`config.mk`:
```
export PLATFORM = sky130hd
export DESIGN_NAME = mpm_event_monitor
export DESIGN_NICKNAME = d
export VERILOG_FILES = /design/src/mpm_pkg.sv /design/src/mpm_event_monitor.sv
export VERILOG_INCLUDE_DIRS = /design/src
export SDC_FILE = /design/constraint.sdc
export NUM_CORES = 1
export LEC_CHECK = 0
export ABC_AREA = 1
export BUFFER_PORTS_ARGS = -buffer_cell sky130_fd_sc_hd__clkbuf_2
export CAP_MARGIN = 25
export CORE_MARGIN = 8
export CORE_UTILIZATION = 55
export DETAILED_ROUTE_END_ITERATION = 10
export PLACE_DENSITY = 0.8
export RECOVER_POWER = 25
export SYNTH_ARGS = -nofsm -noshare
export SYNTH_HDL_FRONTEND = slang
export SYNTH_SLANG_ARGS = --single-unit
export TNS_END_PERCENT = 100
```
`constraint.sdc`:
```
create_clock -name clk -period 17.1 [get_ports clk]
set_input_delay 3.42 -clock clk [delete_from_list [all_inputs] [get_ports clk]]
set_output_delay 3.42 -clock clk [all_outputs]
set_load 0.02 [all_outputs]
```
`src/mpm_map.svh`:
```
`ifndef MPM_MAP_SVH
`define MPM_MAP_SVH
// ****************************************
// register offsets (byte addresses)
// ****************************************
`define MPM_OFS_ISEL 8'h00
`define MPM_OFS_VALID 8'h04
`define MPM_OFS_S1_SEL 8'h08
`define MPM_OFS_S1_LNK 8'h0c
`define MPM_OFS_S1_CTL 8'h10
`define MPM_OFS_S2_SEL 8'h18
`define MPM_OFS_S2_LNK 8'h20
`define MPM_OFS_S2_CTL 8'h27
`define MPM_OFS_S3_SEL 8'h28
`define MPM_OFS_S3_LNK 8'h30
`define MPM_OFS_S3_CTL 8'h37
`define MPM_OFS_OSEL 8'h38
`define MPM_OFS_DEST 8'h3f
`define MPM_OFS_MONITOR 8'h40
`define MPM_OFS_IRQ_STS 8'h41
`define MPM_OFS_IRQ_MSK 8'h42
// ****************************************
// selector and link codes
// ****************************************
`define MPM_CODE_NONE 8'h00
`define MPM_CODE_PIN 8'h01
`define MPM_CODE_TIMER 8'h16
`define MPM_CODE_POS0 8'h07
`define MPM_CODE_NEG0 8'h17
`define MPM_CODE_S1_OUT0 8'h0d
`define MPM_CODE_S1_OUT1 8'h0e
`define MPM_CODE_ISEL8U 8'h03
`define MPM_CODE_ISEL9U 8'h04
`define MPM_LNK_IN0 8'h01
`define MPM_LNK_IN1 8'h02
`define MPM_LNK_CLK 8'h03
`define MPM_LNK_SET0 8'h0a
`define MPM_OSEL_S2_OUT0 8'h06
`define MPM_OSEL_S2_OUT3 8'h09
`define MPM_OSEL_S2_OUT4 8'h0a
`define MPM_OSEL_S3_OUT3 8'h0e
`define MPM_OSEL_S3_OUT4 8'h0f
// ****************************************
// control field positions and cell modes
// ****************************************
`define MPM_CTL_FF0_EN 6
`define MPM_CTL_FF1_EN 7
`define MPM_MODE_AND 2'b01
`define MPM_MODE_OR 2'b10
`define MPM_MODE_XOR 2'b11
// ****************************************
// reset values
// ****************************************
`define MPM_RST_BYTE 8'h00
`define MPM_RST_VALID 4'h0
`endif

```
`src/mpm_pkg.sv`:
```
package mpm_pkg;
  // trigger destinations of the combined output
  typedef enum logic [2:0] {
    MPM_DEST_INTR = 3'h0,
    MPM_DEST_XFER = 3'h1,
    MPM_DEST_SEQ = 3'h2,
    MPM_DEST_ADC = 3'h3,
    MPM_DEST_DAC0 = 3'h4,
    MPM_DEST_DAC1 = 3'h5,
    MPM_DEST_TOUCH = 3'h6,
    MPM_DEST_CAPTURE = 3'h7
  } mpm_dest_t;

  // routing result of one link-select bank
  typedef struct packed {
    logic in0;
    logic in1;
    logic set0;
    logic set1;
    logic ff_clk;
  } mpm_route_t;

  // module state apart from the reset release flip-flops
  typedef struct packed {
    logic [3:0][7:0] isel;
    logic [3:0] valid;
    logic [3:0][7:0] s1_sel;
    logic [3:0][7:0] s1_lnk;
    logic [7:0] s1_ctl;
    logic [6:0][7:0] s2_sel;
    logic [6:0][7:0] s2_lnk;
    logic [7:0] s2_ctl;
    logic [6:0][7:0] s3_sel;
    logic [6:0][7:0] s3_lnk;
    logic [7:0] s3_ctl;
    logic [6:0][7:0] osel;
    mpm_dest_t dest;
    logic [1:0] s2_ff;
    logic [1:0] s3_ff;
    logic s2_clk_q;
    logic s3_clk_q;
    logic comb_q;
    logic [1:0] irq_sts;
    logic [1:0] irq_msk;
    logic irq;
    logic [7:0] trig;
    logic [7:0] rdata;
  } mpm_state_t;
endpackage : mpm_pkg

```
`src/mpm_event_monitor.sv`:
```
`include "mpm_map.svh"
module mpm_event_monitor
  import mpm_pkg::*;
#(
  parameter int N_IN = 4
) (
  input wire logic clk,
  input wire logic rst_b,
  input wire logic [N_IN-1:0] timer_event,
  input wire logic [N_IN-1:0] port_pin,
  input wire logic [7:0] addr,
  input wire logic [7:0] wdata,
  input wire logic wr,
  input wire logic rd,
  output logic [7:0] rdata,
  output logic [7:0] trig,
  output logic irq
);

  // ****************************************
  // reset release
  // ****************************************
  logic rst_meta_b; // first stage, read only by second
  logic rst_sync_b; // released copy used everywhere

  // async assert, release after two edges
  always_ff @(posedge clk or negedge rst_b) begin
    if (!rst_b) begin
      rst_meta_b <= 1'b0;
      rst_sync_b <= 1'b0;
    end else begin
      rst_meta_b <= 1'b1;
      rst_sync_b <= rst_meta_b;
    end
  end

  // ****************************************
  // helper functions
  // ****************************************
  // one logic cell; disabled mode yields low
  function automatic logic cell_op(input logic [1:0] mode, input logic a, input logic b);
    case (mode)
      `MPM_MODE_OR: cell_op = a | b;
      `MPM_MODE_AND: cell_op = a & b;
      `MPM_MODE_XOR: cell_op = a ^ b;
      default: cell_op = 1'b0;
    endcase
  endfunction : cell_op

  // stage1 pick: positive or inverted copy of selectors 6-9
  function automatic logic s1_pick(input logic [7:0] code, input logic [3:0] src);
    s1_pick = 1'b0;
    for (int k = 0; k < 4; k++) begin
      if (code == `MPM_CODE_POS0 + 8'(k)) begin
        s1_pick = src[k];
      end
      if (code == `MPM_CODE_NEG0 + 8'(k)) begin
        s1_pick = ~src[k];
      end
    end
  endfunction : s1_pick

  // stage2/3 pick: selectors, inverted selectors or stage1 outputs, else constant low
  function automatic logic s23_pick(input logic [7:0] code, input logic [3:0] src, input logic [1:0] s1o);
    case (code)
      `MPM_CODE_ISEL8U: s23_pick = src[2];
      `MPM_CODE_ISEL9U: s23_pick = src[3];
      `MPM_CODE_S1_OUT0: s23_pick = s1o[0];
      `MPM_CODE_S1_OUT1: s23_pick = s1o[1];
      default: begin
        // codes 07H..0AH reuse the stage1 positive mapping
        s23_pick = s1_pick(code, src);
      end
    endcase
  endfunction : s23_pick

  // decode one bank of link selectors into cell and flip-flop inputs
  function automatic mpm_route_t route(input logic [6:0] sig, input logic [6:0][7:0] lnk);
    mpm_route_t r;
    r = '0;
    for (int k = 0; k < 7; k++) begin
      case (lnk[k])
        `MPM_LNK_SET0: r.set0 = r.set0 | sig[k];
        `MPM_LNK_IN0: begin
          // low links feed the cell, upper links set flip-flop 1
          if (k < 4) begin
            r.in0 = r.in0 | sig[k];
          end else begin
            r.set1 = r.set1 | sig[k];
          end
        end
        `MPM_LNK_IN1: r.in1 = r.in1 | sig[k];
        `MPM_LNK_CLK: r.ff_clk = r.ff_clk | sig[k];
        default: r = r;
      endcase
    end
    route = r;
  endfunction : route

  // ****************************************
  // state
  // ****************************************
  mpm_state_t st_r; // registered state
  mpm_state_t st_nxt; // next state

  // ****************************************
  // fabric and register next-state logic
  // ****************************************
  always_comb begin
    logic [3:0] src; // clamped selector outputs
    logic [3:0] s1_sig; // stage1 signal selector outputs
    logic [1:0] s1_in0; // stage1 cell input 0
    logic [1:0] s1_in1; // stage1 cell input 1
    logic [1:0] s1_out; // stage1 cell outputs
    logic [6:0] s2_sig; // stage2 signal selector outputs
    logic [6:0] s3_sig; // stage3 signal selector outputs
    mpm_route_t r2; // stage2 routing
    mpm_route_t r3; // stage3 routing
    logic [4:0] s2_out; // stage2 output vector
    logic [4:0] s3_out; // stage3 output vector
    logic [6:0] osel_out; // output selector results
    logic comb; // combined monitored level
    logic rise; // rising edge of combined level
    logic [1:0] evt; // status events
    logic [3:0] mon; // monitor view of flip-flops
    logic [3:0] mon_clr; // software clear of monitor bits
    logic [7:0] rd_val; // read mux
    src = '0;
    s1_sig = '0;
    s1_in0 = '0;
    s1_in1 = '0;
    s1_out = '0;
    s2_sig = '0;
    s3_sig = '0;
    osel_out = '0;
    r2 = '0;
    r3 = '0;
    s2_out = '0;
    s3_out = '0;
    comb = 1'b0;
    rise = 1'b0;
    evt = '0;
    mon = '0;
    mon_clr = '0;
    rd_val = 8'h00;
    st_nxt = st_r;

    // input selectors 6..9 with validity clamp
    for (int k = 0; k < 4; k++) begin
      if (st_r.isel[k] == `MPM_CODE_TIMER) begin
        src[k] = timer_event[k];
      end else if (st_r.isel[k] == `MPM_CODE_PIN) begin
        src[k] = port_pin[k];
      end
      src[k] = src[k] & st_r.valid[k];
    end

    // stage1: four selectors, four links, two cells
    for (int k = 0; k < 4; k++) begin
      s1_sig[k] = s1_pick(st_r.s1_sel[k], src);
      for (int c = 0; c < 2; c++) begin
        if (st_r.s1_lnk[k] == 8'(2 * c + 1)) begin
          s1_in0[c] = s1_in0[c] | s1_sig[k];
        end
        if (st_r.s1_lnk[k] == 8'(2 * c + 2)) begin
          s1_in1[c] = s1_in1[c] | s1_sig[k];
        end
      end
    end
    for (int c = 0; c < 2; c++) begin
      s1_out[c] = cell_op(st_r.s1_ctl[2*c+:2], s1_in0[c], s1_in1[c]);
    end

    // stages 2 and 3: seven selectors each
    for (int k = 0; k < 7; k++) begin
      s2_sig[k] = s23_pick(st_r.s2_sel[k], src, s1_out);
      s3_sig[k] = s23_pick(st_r.s3_sel[k], src, s1_out);
    end
    r2 = route(s2_sig, st_r.s2_lnk);
    r3 = route(s3_sig, st_r.s3_lnk);

    // flip-flops: set wins over clock and software clear
    mon = {st_r.s3_ff[1], st_r.s2_ff[1], st_r.s3_ff[0], st_r.s2_ff[0]};
    if (wr && addr == `MPM_OFS_MONITOR) begin
      mon_clr = wdata[3:0];
    end
    // a rising ff clock loads the constant-low data input
    for (int f = 0; f < 2; f++) begin
      st_nxt.s2_ff[f] = (st_r.s2_ctl[`MPM_CTL_FF0_EN + f] & (f == 0 ? r2.set0 : r2.set1))
        | (st_r.s2_ff[f] & ~mon_clr[2*f] & ~(r2.ff_clk & ~st_r.s2_clk_q));
      st_nxt.s3_ff[f] = (st_r.s3_ctl[`MPM_CTL_FF0_EN + f] & (f == 0 ? r3.set0 : r3.set1))
        | (st_r.s3_ff[f] & ~mon_clr[2*f+1] & ~(r3.ff_clk & ~st_r.s3_clk_q));
    end
    st_nxt.s2_clk_q = r2.ff_clk;
    st_nxt.s3_clk_q = r3.ff_clk;

    // fabric output vectors: cell at 0, flip-flops at 3 and 4
    s2_out = {st_r.s2_ff[1], st_r.s2_ff[0], 2'b00, cell_op(st_r.s2_ctl[1:0], r2.in0, r2.in1)};
    s3_out = {st_r.s3_ff[1], st_r.s3_ff[0], 2'b00, cell_op(st_r.s3_ctl[1:0], r3.in0, r3.in1)};

    // output selectors
    for (int k = 0; k < 7; k++) begin
      case (st_r.osel[k])
        `MPM_OSEL_S2_OUT0: osel_out[k] = s2_out[0];
        `MPM_OSEL_S2_OUT3: osel_out[k] = s2_out[3];
        `MPM_OSEL_S2_OUT4: osel_out[k] = s2_out[4];
        `MPM_OSEL_S3_OUT3: osel_out[k] = s3_out[3];
        `MPM_OSEL_S3_OUT4: osel_out[k] = s3_out[4];
        default: osel_out[k] = 1'b0;
      endcase
    end

    // combined output: only a low-to-high change fires
    comb = osel_out[0];
    rise = comb & ~st_r.comb_q;
    st_nxt.comb_q = comb;
    st_nxt.trig = '0;
    st_nxt.trig[st_r.dest] = rise;

    // status events: bit0 event-link interrupt, bit1 a flip-flop newly set
    evt[0] = rise & (st_r.dest == MPM_DEST_INTR);
    evt[1] = |({st_nxt.s3_ff, st_nxt.s2_ff} & ~{st_r.s3_ff, st_r.s2_ff});
    st_nxt.irq_sts = st_r.irq_sts;
    if (wr && addr == `MPM_OFS_IRQ_STS) begin
      st_nxt.irq_sts = st_r.irq_sts & ~wdata[1:0];
    end
    // set beats a same-cycle clear
    st_nxt.irq_sts = st_nxt.irq_sts | evt;

    // register writes
    if (wr) begin
      for (int k = 0; k < 4; k++) begin
        if (addr == `MPM_OFS_ISEL + 8'(k)) st_nxt.isel[k] = wdata;
        if (addr == `MPM_OFS_S1_SEL + 8'(k)) st_nxt.s1_sel[k] = wdata;
        if (addr == `MPM_OFS_S1_LNK + 8'(k)) st_nxt.s1_lnk[k] = wdata;
      end
      for (int k = 0; k < 7; k++) begin
        if (addr == `MPM_OFS_S2_SEL + 8'(k)) st_nxt.s2_sel[k] = wdata;
        if (addr == `MPM_OFS_S2_LNK + 8'(k)) st_nxt.s2_lnk[k] = wdata;
        if (addr == `MPM_OFS_S3_SEL + 8'(k)) st_nxt.s3_sel[k] = wdata;
        if (addr == `MPM_OFS_S3_LNK + 8'(k)) st_nxt.s3_lnk[k] = wdata;
        if (addr == `MPM_OFS_OSEL + 8'(k)) st_nxt.osel[k] = wdata;
      end
      case (addr)
        `MPM_OFS_VALID: st_nxt.valid = wdata[3:0];
        `MPM_OFS_S1_CTL: st_nxt.s1_ctl = wdata;
        `MPM_OFS_S2_CTL: st_nxt.s2_ctl = wdata;
        `MPM_OFS_S3_CTL: st_nxt.s3_ctl = wdata;
        `MPM_OFS_DEST: st_nxt.dest = mpm_dest_t'(wdata[2:0]);
        `MPM_OFS_IRQ_MSK: st_nxt.irq_msk = wdata[1:0];
        default: st_nxt.dest = st_nxt.dest;
      endcase
    end
    // level interrupt uses the new mask, so a mask write acts at once
    st_nxt.irq = |(st_nxt.irq_sts & st_nxt.irq_msk);

    // register reads, answered one cycle later
    if (rd) begin
      for (int k = 0; k < 4; k++) begin
        if (addr == `MPM_OFS_ISEL + 8'(k)) rd_val = st_r.isel[k];
        if (addr == `MPM_OFS_S1_SEL + 8'(k)) rd_val = st_r.s1_sel[k];
        if (addr == `MPM_OFS_S1_LNK + 8'(k)) rd_val = st_r.s1_lnk[k];
      end
      for (int k = 0; k < 7; k++) begin
        if (addr == `MPM_OFS_S2_SEL + 8'(k)) rd_val = st_r.s2_sel[k];
        if (addr == `MPM_OFS_S2_LNK + 8'(k)) rd_val = st_r.s2_lnk[k];
        if (addr == `MPM_OFS_S3_SEL + 8'(k)) rd_val = st_r.s3_sel[k];
        if (addr == `MPM_OFS_S3_LNK + 8'(k)) rd_val = st_r.s3_lnk[k];
        if (addr == `MPM_OFS_OSEL + 8'(k)) rd_val = st_r.osel[k];
      end
      case (addr)
        `MPM_OFS_VALID: rd_val = {4'h0, st_r.valid};
        `MPM_OFS_S1_CTL: rd_val = st_r.s1_ctl;
        `MPM_OFS_S2_CTL: rd_val = st_r.s2_ctl;
        `MPM_OFS_S3_CTL: rd_val = st_r.s3_ctl;
        `MPM_OFS_DEST: rd_val = {5'h00, st_r.dest};
        `MPM_OFS_MONITOR: rd_val = {4'h0, mon};
        `MPM_OFS_IRQ_STS: rd_val = {6'h00, st_r.irq_sts};
        `MPM_OFS_IRQ_MSK: rd_val = {6'h00, st_r.irq_msk};
        default: rd_val = rd_val; // unmapped reads as zero
      endcase
    end
    st_nxt.rdata = rd_val;
  end

  // ****************************************
  // state register
  // ****************************************
  // all selectors reset to no-selection, inputs invalid
  always_ff @(posedge clk or negedge rst_sync_b) begin
    if (!rst_sync_b) begin
      st_r <= '0;
    end else begin
      st_r <= st_nxt;
    end
  end

  // outputs come straight from flip-flops
  assign rdata = st_r.rdata;
  assign trig = st_r.trig;
  assign irq = st_r.irq;

endmodule : mpm_event_monitor

```
# Word level (Yosys, flattened, before mapping)
# Index checks and enable logic that the tools add are counted.
dict set report totals {
  regBits 437
  latchBits 0
  mem_bits_rw 0
  romBits 0
  in_bits 28
  out_inout_bits 17
  mem_count 0
}
dict set report classes {
  n_addsub 0
  n_mul 0
  n_div 0
  n_lt_le_gt_ge 2
  n_eq_ne 337
  n_shift 0
  mux 286
  bitwise_logic 102
  n_reduce_logical 59
}
# operator n
set op_table {}
lappend op_table {{$eq A8 B4 Y1 const B} 108}
lappend op_table {{$eq A8 B5 Y1 const B} 84}
lappend op_table {{$mux W8} 48}
lappend op_table {{$eq A8 B2 Y1 const B} 45}
lappend op_table {{$eq A8 B3 Y1 const B} 38}
lappend op_table {{$eq A8 B6 Y1 const B} 31}
lappend op_table {{$mux W1} 214}
lappend op_table {{$eq A8 B1 Y1 const B} 19}
lappend op_table {{$reduce_and A2 Y1} 52}
lappend op_table {{$pmux W8 S8} 1}
lappend op_table {{$or A1 B1 Y1} 56}
lappend op_table {{$pmux W1 S4} 14}
lappend op_table {{$eq A8 B7 Y1 const B} 3}
lappend op_table {{$and A1 B1 Y1} 23}
lappend op_table {{$not A1 Y1} 13}
lappend op_table {{$eq A2 B2 Y1 const B} 6}
lappend op_table {{$pmux W1 S3} 3}
lappend op_table {{$and A8 B8 Y8} 1}
lappend op_table {{$logic_not A8 Y1} 1}
lappend op_table {{$eq A2 B1 Y1 const B} 3}
lappend op_table {{$mux W2} 3}
lappend op_table {{$pmux W1 S5} 1}
lappend op_table {{$and A2 B2 Y2} 2}
lappend op_table {{$and A4 B4 Y4} 1}
lappend op_table {{12 further kinds} 16}

# Depth between registers and ports, before layout
# Gate-level depths: netlist of the first run.
dict set report logic_depth {
  depth_word 50
  ltp_mapped 42
}

# Worst setup path before layout of the first run
# Ideal clock, no wire load.
dict set report synth_path {
  kind {input to register}
  from {input timer_event[0]}
  to {register st_r, in the netlist irq}
  t_arrival_ps 8100
  t_required_ps 17035
  setup_slack_ps 8935
  cell_stages 38
  n_path_buf 2
  cell_sequence {nand3_1 > o21ai_0 > nand3_2 > clkbuf_1 > buf_2 > nor2_1 > a211oi_1 > nand3b_1 > o32ai_1 > nand3_1 > o21ai_0 > nor2_1 > a32o_1 > nor2_1 > ha_1 > nand2_1 > nand3_1 > o21ai_1 > [... 2 more ...] > o21ai_0 > o31ai_1 > inv_2 > nand3_1 > o41ai_1 > a31oi_1 > nand4_1 > a21oi_1 > inv_1 > ha_1 > nor3_1 > o31ai_1 > inv_1 > nor3_1 > nand2_1 > o21ai_0 > nand2_1 > nand2_1}
}
# element line_no
set synth_lines {}
lappend synth_lines {{from (decl)} mpm_event_monitor.sv:9} ;# input wire logic [N_IN-1:0] timer_event,
lappend synth_lines {{to (signal assigned)} mpm_event_monitor.sv:294} ;# st_r <= st_nxt;
lappend synth_lines {{to (decl)} mpm_event_monitor.sv:103} ;# mpm_state_t st_r;

==> results of run 1 <==
==> layout make-up <==
class / instances / area share [%]
inverter: 429 / 5.99
clock inverter: 14 / 0.790
tap: 592 / 2.75
clock buffer: 70 / 5.18
sequential: 437 / 40.6
multi-input combinational: 2487 / 43.1
timing repair buffer: 67 / 1.51
==> routing by layer <==
| layer | up-vias | share of wire, % | track usage, % |
|---|---|---|---|
| li1 | 11400 | - | - |
| met1 | 11200 | 42 | 39.7 |
| met2 | 1168 | 44 | 45.9 |
| met3 | 256 | 9.5 | 6.43 |
| met4 | 0 | 4.4 | 12.2 |
| met5 | - | 0 | 0 |
==> worst min-delay path by stage <==
stage	startpoint	endpoint	slack [ns]
finish	rst_meta_b	rst_sync_b	0.35
global route	rst_meta_b	rst_sync_b	0.36
CTS	rst_sync_b	st_r[110]	0.31
detailed placement	rst_sync_b	st_r[110]	0.30
global placement	rst_sync_b	st_r[110]	0.29
floorplan	rst_meta_b	rst_sync_b	0.33
==> cells in the final DEF, fill, tap and decap left out, types with 11 or more instances in the layout <==
cell       count
nand2_1     1061
a21oi_1       60
a31oi_1       22
nand4_1       84
nor4_1        73
clkbuf_8      11
dfrtp_1      437
clkbuf_2      44
clkbuf_1      15
inv_1        397
or2_2         55
nor3_1       103
nor2_1       219
o21ai_0      484
inv_2         24
nand3_1      171
buf_4         15
clkbuf_16     48
==> Yosys cell counts, types with 7 or more instances <==
library cell / instances / area [µm²]
o21ai_1: 10 / 50.1
a2111oi_0: 8 / 70.1
or2_2: 55 / 344
nor3_1: 103 / 515
nand3b_1: 9 / 67.6
a31oi_1: 22 / 138
dfrtp_1: 437 / 10900
nand4_1: 84 / 526
a221oi_1: 8 / 70.1
nor2_1: 219 / 822
a21oi_1: 60 / 300
buf_4: 17 / 128
inv_1: 405 / 1520
nand3_1: 171 / 856
o211ai_1: 10 / 75.1
nor2_2: 10 / 62.6
nand2_1: 1061 / 3980
nor4_1: 73 / 457
o31ai_1: 9 / 67.6
o21ai_0: 484 / 2420
inv_2: 16 / 60.1
or2_0: 8 / 50.1
o2111ai_1: 8 / 70.1
clkinv_1: 7 / 26.3
clkbuf_1: 103 / 387
==> power by group through the flow <==
| stage | clock [W] | combinational, W | sequential, W |
|---|---|---|---|
| finish | 0.00107 | 0.000208 | 0.00113 |
| global route | 0.00112 | 0.000231 | 0.00114 |
| CTS | 0.00108 | 0.000204 | 0.00113 |
| detailed placement | 0 | 0.000203 | 0.00115 |
| global placement | 0 | 0.000200 | 0.00115 |
| floorplan | 0 | 0.000121 | 0.00115 |
==> registers in the layout, summed over array words and instances (netlist names) <==
register    cells
st_r          418
rdata           8
trig            8
irq             1
rst_meta_b      1
rst_sync_b      1
==> metrics by stage <==
step                      setup WS [ns]  hold WS, ns  util [%]
after floorplan                    4.02        0.331         -
after global placement             6.81        0.294      57.0
after detailed placement           6.69        0.298      57.1
after CTS                          7.26        0.308      60.7
after global routing               4.92        0.356      60.7
final                              6.91        0.350      60.7
==> kinds of logic after synthesis <==
| logic type | synth area share [%] |
|---|---|
| adders and majority gates | 0.304 |
| other | 0.0152 |
| AOI/OAI and AO/OA | 14.7 |
| DFF | 44.3 |
| buffers and inverters | 8.77 |
| and+or+nand+nor | 32.0 |
==> results.yml, run 1 <==
power:
  switching_share_pct: 26.6
  pwr-share-comb_pct: 8.6
  power_frac_seq_pct: 47.0
  switchingPower_w: 0.000644
  ir_drop_mv: 0.0772
  p_per_area_nw_per_um2: 89.8
  p_int_w: 0.00177
  finalPower_w: 0.00242
  p_leak_nw: 12.0
  pwr-share-clk_pct: 44.4
timing:
  tightest_slew_ns: 9.31
  post-route-period-util_pct: 59.6
  max_freq_mhz: 98.2
  relSlewSlack_pct: -521
  layout_min_cycle_time_ns: 10.19
  finalHoldViolCount: 0
  setup-tns-final_ns: 0
  rsz0062_at_grt: "no"
  setup_viol: 0
  fin_skew_ns: 0.0243
  drv_slew: 238
cells_and_area:
  design_area_um2: 26900
  area_growth_pct: 8.90
  fillers: 4019
  multi_input_area_um2: 11600
  regArea_um2: 10900
  fin_nets: 3503
  drive_gt1_share_pct: 6.91
  stdcell_count: 4096
  antenna_cells: 0
worst_setup_path:
  arrival_ns: 10.73
  r2r_start: "rst_sync_b"
  cp-end-kind: "flop"
  critical_path.max_stage_delay_ns: 0.65
  reg2reg_slack_ns: 6.92
  path_class: "in2reg"
  r2r_cells: 1
  path_depth: 33
  r2r-end: "st_r[326]"
  path_common_cell: "nand2_1"
  crit_end: "irq"
  crit_required_ns: 17.65
  crit_start: "port_pin[0]"
  path_delay_family: "compound AO/OA/AOI/OAI gates"
  crit_path_top_delay_cell: "o21ai_1"
  cp-start-kind: "input port"
  crit_fanout: 27
  path_buf_inv: 6
placed_design:
  place_hpwl_um: 54100
  gp_congestion: 0.976
  io_buffer_count: 44
  dpl_cell_area_um2: 25300
  place_inst: 4009
floorplanning:
  die_h_um: 228
  num_io_pins: 45
  die_area_um2: 52000
  core_um2: 44300
  die_w_um: 228
  rows: 77
  start_util_pct: 55.8
min_path:
  hold_class: "reg2reg"
  hold_path_depth: 0
logic_synthesis:
  seq_area_frac_synth_pct: 44.3
  syn_nets: 3515
  syn-cell-area_um2: 24700
  ys_types: 61
  ys_warn_count: 0
  synth-edff-count: 0
  synthCells: 3481
  synthFlopType: "dfrtp_1"
  synth-seq-cells: 437
  avgSynthCellArea_um2: 7.10
  async_flop_share_pct: 100
clock_network:
  cts_max_path_buffers: 3
  postCtsResizedCells: 0
  cts.sinks: 437
  insertion_delay_ns: 0.61
  cts_tree: "done"
  holdBufCountCts: 0
  post-cts-setup-buffers: 0
  htreeDepth: 2
  numCtsBuffers: 47
  clkTransAtPathRegs_ns: 0.06
  root_buffer: "clkbuf_16"
route:
  drt_iter0_markers: 3079
  routed_wl_um: 78600
  ant_nets: 0
  vias_per_cell: 5.88
  drc: 0
  vias: 24100
  avgRoutedWirePerCell_um: 19.2
  dr.pass1.iters: 8
outcome:
  status: "complete, but fails checks"
  failed_checks: "capacitance limit, slew limit"
grt:
  grt_pass1_vias: 22500
  grt_max_degree: 175
  grt_antenna_before_repair: 0
  groute.usage.overall_pct: 29.5
  gr-total-overflow: 0
  grt_pass1_wl_um: 125000
flow_run:
  cap_violations: 2
(Power assumes the default switching activity.)
==> run 2: changes to the inputs <==
- clock period: 17.1 -> 9.4 ns (I/O delays scaled with it)
==> results.yml, run 2 (synthesis results as in run 1) <==
outcome:
  status: "complete, but fails checks"
  failed_checks: "capacitance limit, slew limit"
clock_network:
  cts_tree: "done"
  htreeDepth: 2
  numCtsBuffers: 48
  cts_max_path_buffers: 3
  holdBufCountCts: 0
  postCtsResizedCells: 0
  post-cts-setup-buffers: 0
  root_buffer: "clkbuf_16"
  insertion_delay_ns: 0.60
  clkTransAtPathRegs_ns: 0.06
  cts.sinks: 437
timing:
  worst_slack_ns: 1.26
  fin_skew_ns: 0.0183
  max_freq_mhz: 123
  setup-tns-final_ns: 0
  finalHoldViolCount: 0
  layout_min_cycle_time_ns: 8.14
  tightest_slew_ns: 3.41
  post-route-period-util_pct: 86.6
  setup_viol: 0
  drv_slew: 350
  hold_ws_ns: 0.349
  rsz0062_at_grt: "no"
  relSlewSlack_pct: -128
route:
  drc: 0
  dr.pass1.iters: 6
  routed_wl_um: 77900
  ant_nets: 0
  avgRoutedWirePerCell_um: 19.0
  drt_iter0_markers: 3201
  vias: 24300
  vias_per_cell: 5.94
min_path:
  hold_class: "reg2reg"
worst_setup_path:
  crit_path_top_delay_cell: "o21ai_1"
  crit_fanout: 27
  cp-end-kind: "flop"
  crit_required_ns: 9.93
  arrival_ns: 8.67
  critical_path.max_stage_delay_ns: 0.61
  path_class: "in2reg"
  path_common_cell: "nand2_1"
  cp-start-kind: "input port"
floorplanning:
  die_h_um: 228
  start_util_pct: 55.8
  core_um2: 44300
  die_w_um: 228
  rows: 77
  num_io_pins: 45
  die_area_um2: 52000
grt:
  grt_antenna_before_repair: 3
  grt_pass1_wl_um: 124000
  grt_pass1_vias: 22500
  grt_max_degree: 189
  gr-total-overflow: 0
  groute.usage.overall_pct: 29.1
cells_and_area:
  fin_nets: 3503
  final_common_cell: "nand2_1"
  area_growth_pct: 8.59
  stdcell_count: 4097
  regMostFlops: "st_r"
  fin_util_pct: 60.5
  largest_register_ffs: 418
  most-common-layout-cells: "nand2_1 (1061), o21ai_0 (484), dfrtp_1 (437), inv_1 (397), nor2_1 (219)"
  drive_gt1_share_pct: 6.76
power:
  p_per_area_nw_per_um2: 161
  p_leak_nw: 11.9
  ir_drop_mv: 0.159
placed_design:
  place_hpwl_um: 53900
  io_buffer_count: 44
  place_ws_ns: 0.946
  place_inst: 4009
  gp_congestion: 1.04
flow_run:
  cap_violations: 4
[run 2: cell types whose count changed in the layout (fill, tap and decap cells not counted), sizes merged]
| cell | delta |
|---|---|
| clkbuf | +5 |
| bufinv | -2 |
| buf | -1 |
| clkinvlp | -1 |
| diode | +1 |
| inv | -1 |
[run 2: worst max-delay path, delay by kind of cell]
kind                       cells  cell delay, ns
adders and majority gates      2            0.45
and+or+nand+nor               12            1.71
AOI/OAI and AO/OA             13            3.09
buffers and inverters          7            1.54
[run 2: worst paths after layout]
path	startpoint	to	slack (ns)	depth (start not counted)
hold / removal	rst_meta_b	rst_sync_b	0.35	0
max in group asynchronous	rst_sync_b	st_r[133]	2.67	2
min in group asynchronous	rst_sync_b	st_r[391]	0.65	0
hold reg to reg	rst_meta_b	rst_sync_b	0.35	0
setup / recovery	port_pin[0]	irq	1.26	34
setup reg to reg	st_r[431]	irq	1.95	33
[run 2: layout make-up]
class	instances	area, µm²
clock buffer	75	1420
fill	3986	17500
antenna	1	2.50
sequential	437	10900
inverter	429	1610
tap	592	741
clock inverter	10	125
multi-input combinational	2487	11600
timing repair buffer	66	383
[run 2: power by group]
part | internal [W] | switching (W) | total, W
Sequential | 0.00197 | 0.0000946 | 0.00206
Combinational | 0.0000934 | 0.000282 | 0.000376
Clock | 0.00112 | 0.000773 | 0.00189
Total | 0.00318 | 0.00115 | 0.00433
[run 2: metrics by stage]
stage,power (W),area (µm²)
6_report,0.00433,26800
3_5_place_dp,0.00246,25300
5_1_grt,0.00446,26800
4_1_cts,0.00433,26800
2_1_floorplan,0.00231,24700
3_3_place_gp,0.00245,25300
[run 2: metal layers]
layer  GRT usage [%]  wire length (µm)  vias to the layer above
met3            7.01              8280                      255
met4            12.9              3480                        0
met2            44.6             34300                     1302
li1                -                 -                    11400
met5               0                 0                        -
met1            39.1             31800                    11300
